<file path="src/logic/stc_pkg.sv">
// Shared constants and types of the SYSREF timing calibration control block.
package stc_pkg;
  localparam int ADDR_W = 15;
  localparam logic [14:0] A_NOISE = 15'h02a2;
  localparam logic [14:0] A_EN = 15'h02b0;
  localparam logic [14:0] A_CFG = 15'h02b1;
  localparam logic [14:0] A_STAT0 = 15'h02b2;
  localparam logic [14:0] A_STAT1 = 15'h02b3;
  localparam logic [14:0] A_STAT2 = 15'h02b4;
  localparam logic [14:0] A_TAD0 = 15'h02b5;
  localparam logic [14:0] A_TAD1 = 15'h02b6;
  localparam logic [14:0] A_TAD2 = 15'h02b7;
  localparam int NS_DIG_BIT = 5;
  localparam int NS_CLK_BIT = 4;
  localparam int EN_BIT = 0;
  localparam int AVG_LSB = 2;
  localparam int ACC_LSB = 0;
  localparam int DONE_BIT = 17;
  localparam logic [7:0] NOISE_RST = 8'h00;
  localparam logic [7:0] EN_RST = 8'h00;
  localparam logic [7:0] CFG_RST = 8'h05;
  localparam logic [23:0] TAD_RST = 24'h000000;
  localparam int SPI_HDR_BITS = 16;
  localparam int SPI_FRAME_BITS = 24;
  localparam logic [8:0] CNT_BASE = 9'h004;
  localparam logic [3:0] EXP_OFS = 4'h2;
  localparam int CAL_MUL_A = 384;
  localparam int CAL_MUL_B = 19;
  localparam int CAL_BASE = CAL_MUL_A * CAL_MUL_B;
  localparam int PER_LIM0 = 128;
  localparam int PER_LIM1 = 1664;
  localparam int PER_LIM2 = 7808;
  localparam int PER_LIM3 = 32384;
  localparam int DLY_W = 17;
  localparam int GAP_W = 16;
  localparam int TMO_W = 29;
  localparam int FRAC_W = 16;
  typedef enum logic [1:0] {ST_IDLE, ST_SEEK, ST_ACCUM, ST_CALC} stc_state_e;
endpackage

</file>
<file path="src/logic/stc_if.sv">
// Interfaces between the calibration top and its serial port and SYSREF meter.
`timescale 1ns/100ps
interface stc_reg_if;
  logic wr;
  logic [14:0] addr;
  logic [7:0] wdata;
  logic [7:0] rdata;
  modport master(output wr, addr, wdata, input rdata);
  modport slave(input wr, addr, wdata, output rdata);
endinterface

interface stc_meas_if;
  logic lvl;
  logic edge_p;
  logic [15:0] gap;
  modport src(output lvl, edge_p, gap);
  modport snk(input lvl, edge_p, gap);
endinterface

</file>
<file path="src/logic/stc_spi_slave.sv">
// Serial control port: 24-bit frames of read flag, 15-bit address and one data byte.
`timescale 1ns/100ps
module stc_spi_slave
  import stc_pkg::*;
(
  input wire logic clk,
  input wire logic sys_rst,
  input wire logic spi_sclk,
  input wire logic spi_csn,
  input wire logic spi_sdi,
  output logic spi_sdo_q,
  output logic spi_sdo_oe_q,
  stc_reg_if.master rbus
);
  logic [2:0] sclk_s;
  logic [1:0] csn_s;
  logic [1:0] sdi_s;
  logic [4:0] cnt_q;
  logic [22:0] sh_q;
  logic rd_q;
  logic [14:0] addr_q;
  logic wr_q;
  logic [7:0] wdata_q;
  logic rise;
  logic fall;

  always_ff @(posedge clk) begin
    if (sys_rst) begin
      sclk_s <= 3'h0;
      csn_s <= 2'h3;
      sdi_s <= 2'h0;
    end else begin
      sclk_s <= {sclk_s[1:0], spi_sclk};
      csn_s <= {csn_s[0], spi_csn};
      sdi_s <= {sdi_s[0], spi_sdi};
    end
  end

  assign rise = sclk_s[1] & ~sclk_s[2];
  assign fall = ~sclk_s[1] & sclk_s[2];

  always_ff @(posedge clk) begin
    if (sys_rst || csn_s[1]) begin
      cnt_q <= 5'h00;
      wr_q <= 1'b0;
    end else begin
      wr_q <= 1'b0;
      if (rise && cnt_q < 5'(SPI_FRAME_BITS)) begin
        sh_q <= {sh_q[21:0], sdi_s[1]};
        cnt_q <= cnt_q + 5'h01;
        if (cnt_q == 5'(SPI_HDR_BITS - 1)) begin
          addr_q <= {sh_q[13:0], sdi_s[1]};
          rd_q <= sh_q[14];
        end
        if (cnt_q == 5'(SPI_FRAME_BITS - 1) && !rd_q) begin
          wr_q <= 1'b1;
          wdata_q <= {sh_q[6:0], sdi_s[1]};
        end
      end
    end
  end

  // Read data is driven on the falling edge so the host can sample it on the next rising edge.
  always_ff @(posedge clk) begin
    if (sys_rst || csn_s[1]) begin
      spi_sdo_q <= 1'b0;
      spi_sdo_oe_q <= 1'b0;
    end else if (fall && rd_q && cnt_q >= 5'(SPI_HDR_BITS) && cnt_q < 5'(SPI_FRAME_BITS)) begin
      spi_sdo_q <= rbus.rdata[3'(5'(SPI_FRAME_BITS - 1) - cnt_q)];
      spi_sdo_oe_q <= 1'b1;
    end
  end

  assign rbus.wr = wr_q;
  assign rbus.addr = addr_q;
  assign rbus.wdata = wdata_q;
endmodule

</file>
<file path="src/logic/stc_sysref_meter.sv">
// SYSREF pin synchroniser, rising edge detector and edge-to-edge gap counter.
`timescale 1ns/100ps
module stc_sysref_meter
  import stc_pkg::*;
(
  input wire logic clk,
  input wire logic sys_rst,
  input wire logic sysref,
  stc_meas_if.src meas
);
  logic [2:0] sync_q;
  logic edge_q;
  logic [15:0] gap_q;

  always_ff @(posedge clk) begin
    if (sys_rst) begin
      sync_q <= 3'h0;
      edge_q <= 1'b0;
    end else begin
      sync_q <= {sync_q[1:0], sysref};
      edge_q <= sync_q[1] & ~sync_q[2];
    end
  end

  // The gap saturates so that a lost SYSREF still reads as an over-long period.
  always_ff @(posedge clk) begin
    if (sys_rst || edge_q) begin
      gap_q <= 16'h0000;
    end else if (gap_q != 16'hffff) begin
      gap_q <= gap_q + 16'h0001;
    end
  end

  assign meas.lvl = sync_q[2];
  assign meas.edge_p = edge_q;
  assign meas.gap = gap_q;
endmodule

</file>
<file path="src/logic/stc_cal_top.sv">
// SYSREF timing calibration control: registers, calibration sequencer and delay select.
`timescale 1ns/100ps
//////////////////////////////////////////////////////////////////////////////////////////
module stc_cal_top
  import stc_pkg::*;
#(
  parameter int CAL_BASE_P = CAL_BASE,
  parameter int PER_LIM2_P = PER_LIM2,
  parameter int PER_LIM3_P = PER_LIM3
)(
  input wire logic clk,
  input wire logic sys_rst,
  input wire logic spi_sclk,
  input wire logic spi_csn,
  input wire logic spi_sdi,
  output logic spi_sdo,
  output logic spi_sdo_oe,
  input wire logic sysref,
  output logic digital_supply_noise_suppress,
  output logic clock_supply_noise_suppress,
  output logic [16:0] dev_clk_delay,
  output logic cal_failed
);
  stc_reg_if rbus();
  stc_meas_if meas();

  stc_spi_slave u_spi (
    .clk(clk),
    .sys_rst(sys_rst),
    .spi_sclk(spi_sclk),
    .spi_csn(spi_csn),
    .spi_sdi(spi_sdi),
    .spi_sdo_q(spi_sdo),
    .spi_sdo_oe_q(spi_sdo_oe),
    .rbus(rbus.master)
  );

  stc_sysref_meter u_meter (
    .clk(clk),
    .sys_rst(sys_rst),
    .sysref(sysref),
    .meas(meas.src)
  );

  //////////////////////////////////////////////////////////////////////////////////////////
  logic [7:0] noise_q;
  logic [7:0] en_q;
  logic [7:0] cfg_q;
  logic [23:0] tad_q;
  logic en_prev_q;
  logic start_w;
  logic busy_w;
  stc_state_e state_q;
  logic [1:0] lat_avg_q;
  logic [1:0] lat_acc_q;
  logic [8:0] avg_cnt_q;
  logic [8:0] acc_cnt_q;
  logic [16:0] sum_q;
  logic [28:0] tmo_q;
  logic armed_q;
  logic done_q;
  logic fail_q;
  logic complete_q;
  logic [16:0] result_q;
  logic [16:0] dly_q;
  logic [8:0] avg_tot;
  logic [8:0] acc_len;
  logic [3:0] expo;
  logic [28:0] bound;
  logic [15:0] per_lim;
  logic over_w;
  logic [16:0] frac_w;
  logic [23:0] stat_w;

  always_ff @(posedge clk) begin
    if (sys_rst) begin
      noise_q <= NOISE_RST;
      en_q <= EN_RST;
      cfg_q <= CFG_RST;
      tad_q <= TAD_RST;
    end else if (rbus.wr) begin
      unique case (rbus.addr)
        A_NOISE: noise_q <= rbus.wdata;
        A_EN: en_q <= rbus.wdata;
        A_CFG: cfg_q <= rbus.wdata;
        A_TAD0: tad_q[7:0] <= rbus.wdata;
        A_TAD1: tad_q[15:8] <= rbus.wdata;
        A_TAD2: tad_q[23:16] <= rbus.wdata;
        default: ;
      endcase
    end
  end

  // Status bytes are computed by hardware, so writes to them are dropped.
  assign stat_w = {6'h00, complete_q, result_q};

  always_comb begin
    unique case (rbus.addr)
      A_NOISE: rbus.rdata = noise_q;
      A_EN: rbus.rdata = en_q;
      A_CFG: rbus.rdata = cfg_q;
      A_STAT0: rbus.rdata = stat_w[7:0];
      A_STAT1: rbus.rdata = stat_w[15:8];
      A_STAT2: rbus.rdata = stat_w[23:16];
      A_TAD0: rbus.rdata = tad_q[7:0];
      A_TAD1: rbus.rdata = tad_q[15:8];
      A_TAD2: rbus.rdata = tad_q[23:16];
      default: rbus.rdata = 8'h00;
    endcase
  end

  assign digital_supply_noise_suppress = noise_q[NS_DIG_BIT];
  assign clock_supply_noise_suppress = noise_q[NS_CLK_BIT];

  //////////////////////////////////////////////////////////////////////////////////////////
  assign start_w = en_q[EN_BIT] & ~en_prev_q;
  assign busy_w = state_q != ST_IDLE;
  assign avg_tot = CNT_BASE << {lat_avg_q, 1'b0};
  assign acc_len = CNT_BASE << {lat_acc_q, 1'b0};
  assign expo = 4'(lat_avg_q) + 4'(lat_acc_q) + EXP_OFS;
  assign bound = 29'(CAL_BASE_P) << {expo, 1'b0};
  assign over_w = armed_q && meas.gap > per_lim;
  assign frac_w = sum_q << 5'(5'(FRAC_W) - {expo, 1'b0});

  // The period limit follows the latched accumulation length, not the live register.
  always_comb begin
    unique case (lat_acc_q)
      2'h0: per_lim = 16'(PER_LIM0);
      2'h1: per_lim = 16'(PER_LIM1);
      2'h2: per_lim = 16'(PER_LIM2_P);
      2'h3: per_lim = 16'(PER_LIM3_P);
    endcase
  end

  // The previous enable value turns the start into one pulse on the 0-to-1 change only.
  always_ff @(posedge clk) begin
    if (sys_rst) begin
      en_prev_q <= 1'b0;
    end else begin
      en_prev_q <= en_q[EN_BIT];
    end
  end

  // A write to the configuration while busy cannot change the running sequence.
  always_ff @(posedge clk) begin
    if (sys_rst) begin
      lat_avg_q <= CFG_RST[AVG_LSB +: 2];
      lat_acc_q <= CFG_RST[ACC_LSB +: 2];
    end else if (start_w) begin
      lat_avg_q <= cfg_q[AVG_LSB +: 2];
      lat_acc_q <= cfg_q[ACC_LSB +: 2];
    end
  end

  // Enable low is tested first, so a disable aborts the run whatever else happens in that cycle.
  always_ff @(posedge clk) begin
    if (sys_rst || !en_q[EN_BIT]) begin
      state_q <= ST_IDLE;
      done_q <= 1'b0;
      fail_q <= 1'b0;
      armed_q <= 1'b0;
      tmo_q <= 29'h0;
    end else if (start_w) begin
      state_q <= ST_SEEK;
      done_q <= 1'b0;
      fail_q <= 1'b0;
      armed_q <= 1'b0;
      tmo_q <= 29'h0;
      avg_cnt_q <= 9'h000;
      sum_q <= 17'h00000;
    end else if (busy_w) begin
      tmo_q <= tmo_q + 29'h1;
      if (meas.edge_p) begin
        armed_q <= 1'b1;
      end
      if (over_w || tmo_q >= bound - 29'h1) begin
        state_q <= ST_IDLE;
        fail_q <= 1'b1;
      end else begin
        unique case (state_q)
          ST_SEEK: begin
            if (meas.edge_p) begin
              state_q <= ST_ACCUM;
              acc_cnt_q <= 9'h000;
            end
          end
          ST_ACCUM: begin
            sum_q <= sum_q + 17'(meas.lvl);
            acc_cnt_q <= acc_cnt_q + 9'h001;
            if (acc_cnt_q == acc_len - 9'h001) begin
              avg_cnt_q <= avg_cnt_q + 9'h001;
              state_q <= (avg_cnt_q == avg_tot - 9'h001) ? ST_CALC : ST_SEEK;
            end
          end
          ST_CALC: begin
            state_q <= ST_IDLE;
            done_q <= 1'b1;
          end
          default: ;
        endcase
      end
    end
  end

  // A full-scale sum saturates rather than wrapping to a zero delay.
  always_ff @(posedge clk) begin
    if (sys_rst) begin
      result_q <= 17'h00000;
    end else if (state_q == ST_CALC && en_q[EN_BIT]) begin
      result_q <= frac_w[FRAC_W] ? 17'h1fffe : {frac_w[15:0], 1'b0};
    end
  end

  // The delay output is registered so that the pin never glitches while its source switches.
  always_ff @(posedge clk) begin
    if (sys_rst) begin
      complete_q <= 1'b0;
      dly_q <= 17'h00000;
      cal_failed <= 1'b0;
    end else begin
      complete_q <= en_q[EN_BIT] & done_q;
      dly_q <= en_q[EN_BIT] ? result_q : tad_q[16:0];
      cal_failed <= fail_q;
    end
  end

  assign dev_clk_delay = dly_q;
endmodule

</file>
<file path="config.mk">
export PLATFORM = sky130hd
export DESIGN_NAME = stc_cal_top
export DESIGN_NICKNAME = d
export VERILOG_FILES = /design/src/logic/stc_pkg.sv /design/src/logic/stc_if.sv /design/src/logic/stc_spi_slave.sv /design/src/logic/stc_sysref_meter.sv /design/src/logic/stc_cal_top.sv
export SDC_FILE = /design/constraint.sdc
export NUM_CORES = 1
export LEC_CHECK = 0
export BUFFER_PORTS_ARGS = -buffer_cell sky130_fd_sc_hd__buf_2
export CORE_MARGIN = 4
export CORE_UTILIZATION = 56
export CTS_CLUSTER_DIAMETER = 30
export DETAILED_ROUTE_END_ITERATION = 10
export PLACE_DENSITY = 0.73
export SKIP_LAST_GASP = 1
export SYNTH_ARGS = -nofsm -noshare
export SYNTH_HDL_FRONTEND = slang
export SYNTH_SLANG_ARGS = --single-unit
</file>
<file path="constraint.sdc">
create_clock -name clk -period 6 [get_ports clk]
set_input_delay 0.6 -clock clk [delete_from_list [all_inputs] [get_ports clk]]
set_output_delay 0.6 -clock clk [all_outputs]
set_load 0.02 [all_outputs]
</file>
# --- After elaboration in Yosys (flattened, before gate mapping) ---
# Cells that the tools add are included.
word_totals:
  regBits: 232
  latchBits: 0
  ramBits: 0
  romBits: 0
  in_bits: 6
  out_inout_bits: 22
  elab_cells: 161
  memories: 0
op_classes:
  addsub: 13
  n_mul: 0
  n_div: 0
  magnitude_cmp: 5
  eq_ne: 26
  n_shift: 4
  mux: 23
  n_bitwise: 14
  reduce_logical: 40
op_table:
  columns: ["cell", "count"]
  rows:
  - ["== test 15 x 10 -> 1 bit (second input constant)", 9]
  - ["2-to-1 mux 17 bit", 5]
  - ["one-hot mux 8 bit (9 select lines)", 1]
  - ["one-hot mux 16 bit (4 select lines)", 1]
  - ["2-to-1 mux 9 bit", 5]
  - ["adder 29 x 1 -> 29 bit (second input constant)", 1]
  - [">= comparator 29 bit", 1]
  - ["<< shifter 13 x 5 -> 29 bit (first input constant)", 1]
  - ["subtractor 29 x 1 -> 29 bit (second input constant)", 1]
  - ["adder 9 x 1 -> 9 bit (second input constant)", 2]
  - ["== test 9 bit", 2]
  - ["one-hot mux 9 bit (2 select lines)", 1]
  - ["AND reduction 2 bit", 9]
  - ["<< shifter 3 x 3 -> 9 bit (first input constant)", 2]
  - ["subtractor 9 x 1 -> 9 bit (second input constant)", 2]
  - ["adder 17 x 1 -> 17 bit", 1]
  - ["<< shifter 17 x 5 -> 17 bit", 1]
  - ["adder 16 x 1 -> 16 bit (second input constant)", 1]
  - ["greater-than comparator 16 bit", 1]
  - ["inequality test 16 bit (second input constant)", 1]
  - ["AND reduction 4 bit", 3]
  - ["nonzero test 2 bit", 5]
  - ["NOT 1 bit", 9]
  - ["AND reduction 3 bit", 3]
  - ["32 further kinds", 57]

# --- Logic depth before layout (Yosys ltp) ---
logic_depth:
  word_depth: 9
  ltp_mapped: 26
  ltp_nobuf: 23

# --- By module ---
# A second synthesis with hierarchy kept.
unflattened:
  hier_cells: 1235
  area_unflattened_um2: 11863.9
by_module_without_submodules:
  columns: ["mod", "n_inst", "cells_each", "area_each_um2", "seq_area_each_um2"]
  rows:
  - ["stc_cal_top", 1, 1029, 9095.0, 3493.4]
  - ["stc_spi_slave", 1, 106, 1856.8, 1471.4]
  - ["stc_sysref_meter", 1, 100, 912.1, 400.4]

# --- Worst setup path before layout ---
# No wires, ideal clock.
synth_path:
  path_kind: "register to register"
  from: "register lat_acc_q[1]"
  to: "register acc_cnt_q[0] (enable)"
  setup_ps: 337
  arrival_time_ps: 5066
  required_time_ps: 5663
  slack_ps: 597
  path_stages_with_launch: 24
  path_buffers: 3
  synth_period_minus_slack_ps: 5403
  path_cell_list: "dfxtp_1 inv_1 ha_1 inv_1 ha_1 inv_1 ha_1 clkbuf_1 inv_1 clkbuf_1 ha_1 clkbuf_1 nand2_1 ha_1 o311a_1 a21o_1 a222oi_1 ha_1 a21o_1 a21o_1 a21oi_1 o211ai_1 nor4_1 and4_1"
synth_via:
  elab_chain_len: 8
  word_cells_on_any_way: 15
  cone_classes: "3 x add/sub; 2 x order compare; 3 x eq/ne; 1 x shift; 1 x mux; 1 x bitwise; 4 x reduce/logical"
synth_lines:
  columns: ["item", "line", "text"]
  rows:
  - ["start: declaration", "stc_cal_top.sv:55", "logic [1:0] lat_acc_q;"]
  - ["start signal: assignment", "stc_cal_top.sv:148", "lat_acc_q <= CFG_RST[ACC_LSB +: 2];"]
  - ["start signal: assignment", "stc_cal_top.sv:151", "lat_acc_q <= cfg_q[ACC_LSB +: 2];"]
  - ["adder 2 x 2 -> 3 bit", "stc_cal_top.sv:120", "assign expo = 4'(lat_avg_q) + 4'(lat_acc_q) + EXP_OFS;"]
  - ["adder 3 x 2 -> 4 bit", "stc_cal_top.sv:120", null]
  - ["<< shifter 13 x 5 -> 29 bit", "stc_cal_top.sv:121", "assign bound = 29'(CAL_BASE_P) << {expo, 1'b0};"]
  - ["subtractor 29 x 1 -> 29 bit", "stc_cal_top.sv:176", "if (over_w || tmo_q >= bound - 29'h1) begin"]
  - [">= comparator 29 bit", "stc_cal_top.sv:176", null]
  - ["logical OR 1 bit *", "stc_cal_top.sv:176", null]
  - ["NOT 1 bit (no source line) *", null, null]
  - ["AND reduction 6 bit (no source line) *", null, null]
  - ["end signal: assignment", "stc_cal_top.sv:189", "acc_cnt_q <= acc_cnt_q + 9'h001;"]
  - ["end: declaration", "stc_cal_top.sv:57", "logic [8:0] acc_cnt_q;"]
# Mark *: on every way between the ends. The rest lies on a longest branch, timed or not. The select of a mux whose other input is x is not followed.
# A chain may end at the register's enable or synchronous reset.

# --- Final worst setup path ---
# Ends and elaborated chain as after synthesis.

==> results.py <==
metrics = {
    "timing": {
        "min_period_ns": 5.56,
        "timing.final.crit_share_pct": 92.7,
        "setup_slack_ns": 0.440,
        "hold_slack_ns": 0.261,
        "slew_viol_final": 0,
        "slew_headroom_pct": 25.3,
        "hold_viol_final": 0,
        "fin_setup_tns_ns": 0,
        "fmax_mhz": 180,
        "rsz0062_at_grt": "no",
        "worstMarginPinSlew_ns": 1.12,
        "finalSetupViolations": 0,
        "skew_ns": 0.0195,
    },
    "finish": {
        "most-common-layout-cells": "159 x nor2_1, 159 x nand2_1, 157 x dfxtp_1",
        "syn_to_final_growth_pct": 16.9,
        "antenna_cells": 0,
        "final_layout_size_suffix_gt1_share_pct": 11.6,
        "stdcell_count": 1628,
        "final_area_um2": 13800,
        "utilization_pct": 67.5,
        "fin_nets": 1386,
    },
    "critical_path": {
        "path_class": "flop to flop",
        "crit_fanout": 11,
        "reg2reg_setup_slack_ns": 0.44,
        "start_kind": "flop",
        "crit_required_ns": 6.19,
        "end_kind": "flop",
        "cp.arrival_ns": 5.75,
    },
    "cts": {
        "post_cts_buffers": 0,
        "clkSinkCount": 231,
        "clk_latency_ns": 0.53,
        "numCtsBuffers": 46,
        "clock_path_buffers": 3,
        "cts_tree": "done",
        "cts.clk_slew.worst_paths_ns": 0.05,
        "clockRootBuffer": "clkbuf_16",
        "htreeDepth": 2,
    },
    "drt": {
        "drt_iter0_drc": 851,
        "via_per_inst": 5.96,
        "totalWireLength_um": 28300,
        "final_antenna_net_count": 0,
        "drc": 0,
        "vias": 9710,
        "wire_per_inst_um": 17.4,
        "drt_pass1_iterations": 6,
    },
    "die": {
        "rows": 52,
        "dieWidth_um": 153,
        "io_pins": 28,
        "start_util_pct": 57.8,
        "die_h_um": 153,
        "core-area_um2": 20500,
        "dieArea_um2": 23500,
    },
    "placed_design": {
        "placed_area_um2": 12200,
        "dp_slack_ns": 0.291,
        "place_inst": 1543,
        "portBuffers": 27,
        "place.detailed.hpwl_um": 19000,
        "gp_congestion": 0.886,
    },
    "global_routing": {
        "grt_pass1_vias": 9177,
        "grt_first_pass_wirelength_um": 46400,
        "grtUsageTotal_pct": 23.4,
        "antenna_found_initial": 0,
        "grt_max_degree": 61,
        "overflow": 0,
    },
    "pwr": {
        "power.leakage_nw": 5.17,
        "powerDensity_nw_per_um2": 313,
        "power_mw": 4.33,
        "peakVddDrop_v": 0.000232,
    },
    "logic_synthesis": {
        "synth.largest_area_cell": "dfxtp_1",
        "syn_area_um2": 11800,
        "synthArstFlopShare_pct": 0,
        "synth_edf_count": 74,
        "synth_seq_area_share_pct": 45.3,
        "synth_fp_nets": 1365,
        "yosys.area.top_type_share_pct": 26.5,
        "ys_seq_elements": 231,
        "synth_warnings": 0,
        "ys_types": 70,
        "syn-instance-count": 1300,
        "avgSynthCellArea_um2": 9.11,
        "ys.flop_type": "dfxtp_1",
        "synthTopCellsByArea": "dfxtp_1 27%, edfxtp_1 19%, ha_1 6.2%",
    },
    "run": {
        "drv_cap": 0,
    },
    "status": {
        "outcome": "finished, final reports clean",
    },
    "hold_path": {
        "hold_path_class": "primary input to flop",
    },
}
## registers in the layout, summed over array words and instances (netlist names), 9 cells and up
register and flops:
sum_q 17, tad_q 24, result_q 16, acc_cnt_q 9
tmo_q 29, u_meter.meas.gap 16, dev_clk_delay 17, u_spi.rbus.addr 15
avg_cnt_q 9, u_spi.sh_q 15
## metal layers
layer	up-vias	track usage [%]	share of wire (%)
met5	-	0	0
met4	0	7.40	2.6
met2	338	37.2	46
li1	4687	-	-
met1	4631	32.8	45
met3	54	4.16	6.0
## kinds of logic after synthesis
group / after synthesis / share of synthesized area, %
fa+ha+maj: 59 / 6.24
mux: 62 / 5.96
flops: 231 / 45.3
compound gates: 218 / 11.3
buf+inv: 102 / 3.30
simple gates: 558 / 22.7
xor+xnor: 70 / 5.18
## critical path, stage by stage, from the launching register on
cell and delay, ns:
dfxtp_1 0.45, inv_1 0.11, ha_1 0.29, inv_1 0.04, ha_1 0.44, inv_1 0.18, ha_1 0.27, ha_2 0.32
nand2_1 0.20, ha_1 0.34, o311a_1 0.20, a21o_1 0.19, a222oi_1 0.39, ha_1 0.32, a21o_1 0.16, a21o_1 0.17
a21oi_1 0.20, o211ai_1 0.14, nor4_1 0.21, buf_4 0.21, and4_2 0.39
## final timing paths
check / startpoint / end / cells past startpoint
hold reg to reg: u_spi.csn_s[0]$_SDFF_PP1_ / u_spi.csn_s[1]$_SDFF_PP1_ / 1
setup / recovery: lat_acc_q[1]$_SDFFE_PP0P_ / acc_cnt_q[0]$_SDFFCE_PN0P_ / 20
setup reg to reg: lat_acc_q[1]$_SDFFE_PP0P_ / acc_cnt_q[0]$_SDFFCE_PN0P_ / 20
hold / removal: spi_csn / u_spi.csn_s[0]$_SDFF_PP1_ / 2
## where the power goes
part / switching [mW] / internal [mW] / leakage, nW
logic: 0.0190 / 0.00834 / 2.41
clock network: 0.868 / 1.82 / 0.807
registers: 0.00326 / 1.61 / 1.95
total: 0.890 / 3.44 / 5.17
## cell usage after synthesis, types with 20 or more instances
library cell / instances
a21oi_1: 96
and2_1: 20
clkbuf_1: 49
dfxtp_1: 157
edfxtp_1: 74
ha_1: 59
inv_1: 35
mux2i_1: 48
nand2_1: 159
nand3_1: 52
nor2_1: 159
nor3_1: 46
o21ai_0: 38
xnor2_1: 28
xor2_1: 42
## repair_timing
action                                  CTS  global route
endpoints found under the setup margin    0            35
hold buffers                              0             0
gates resized for setup                   0             4
## layout make-up
| type | instances | area, µm² |
|---|---|---|
| sequential | 231 | 5370 |
| inverter | 35 | 131 |
| clock inverter | 32 | 409 |
| fill | 1634 | 6660 |
| tap | 270 | 338 |
| timing repair buffer | 40 | 235 |
| multi-input combinational | 967 | 6100 |
| clock buffer | 53 | 1260 |
No activity file was read; power rests on OpenSTA's default activity.
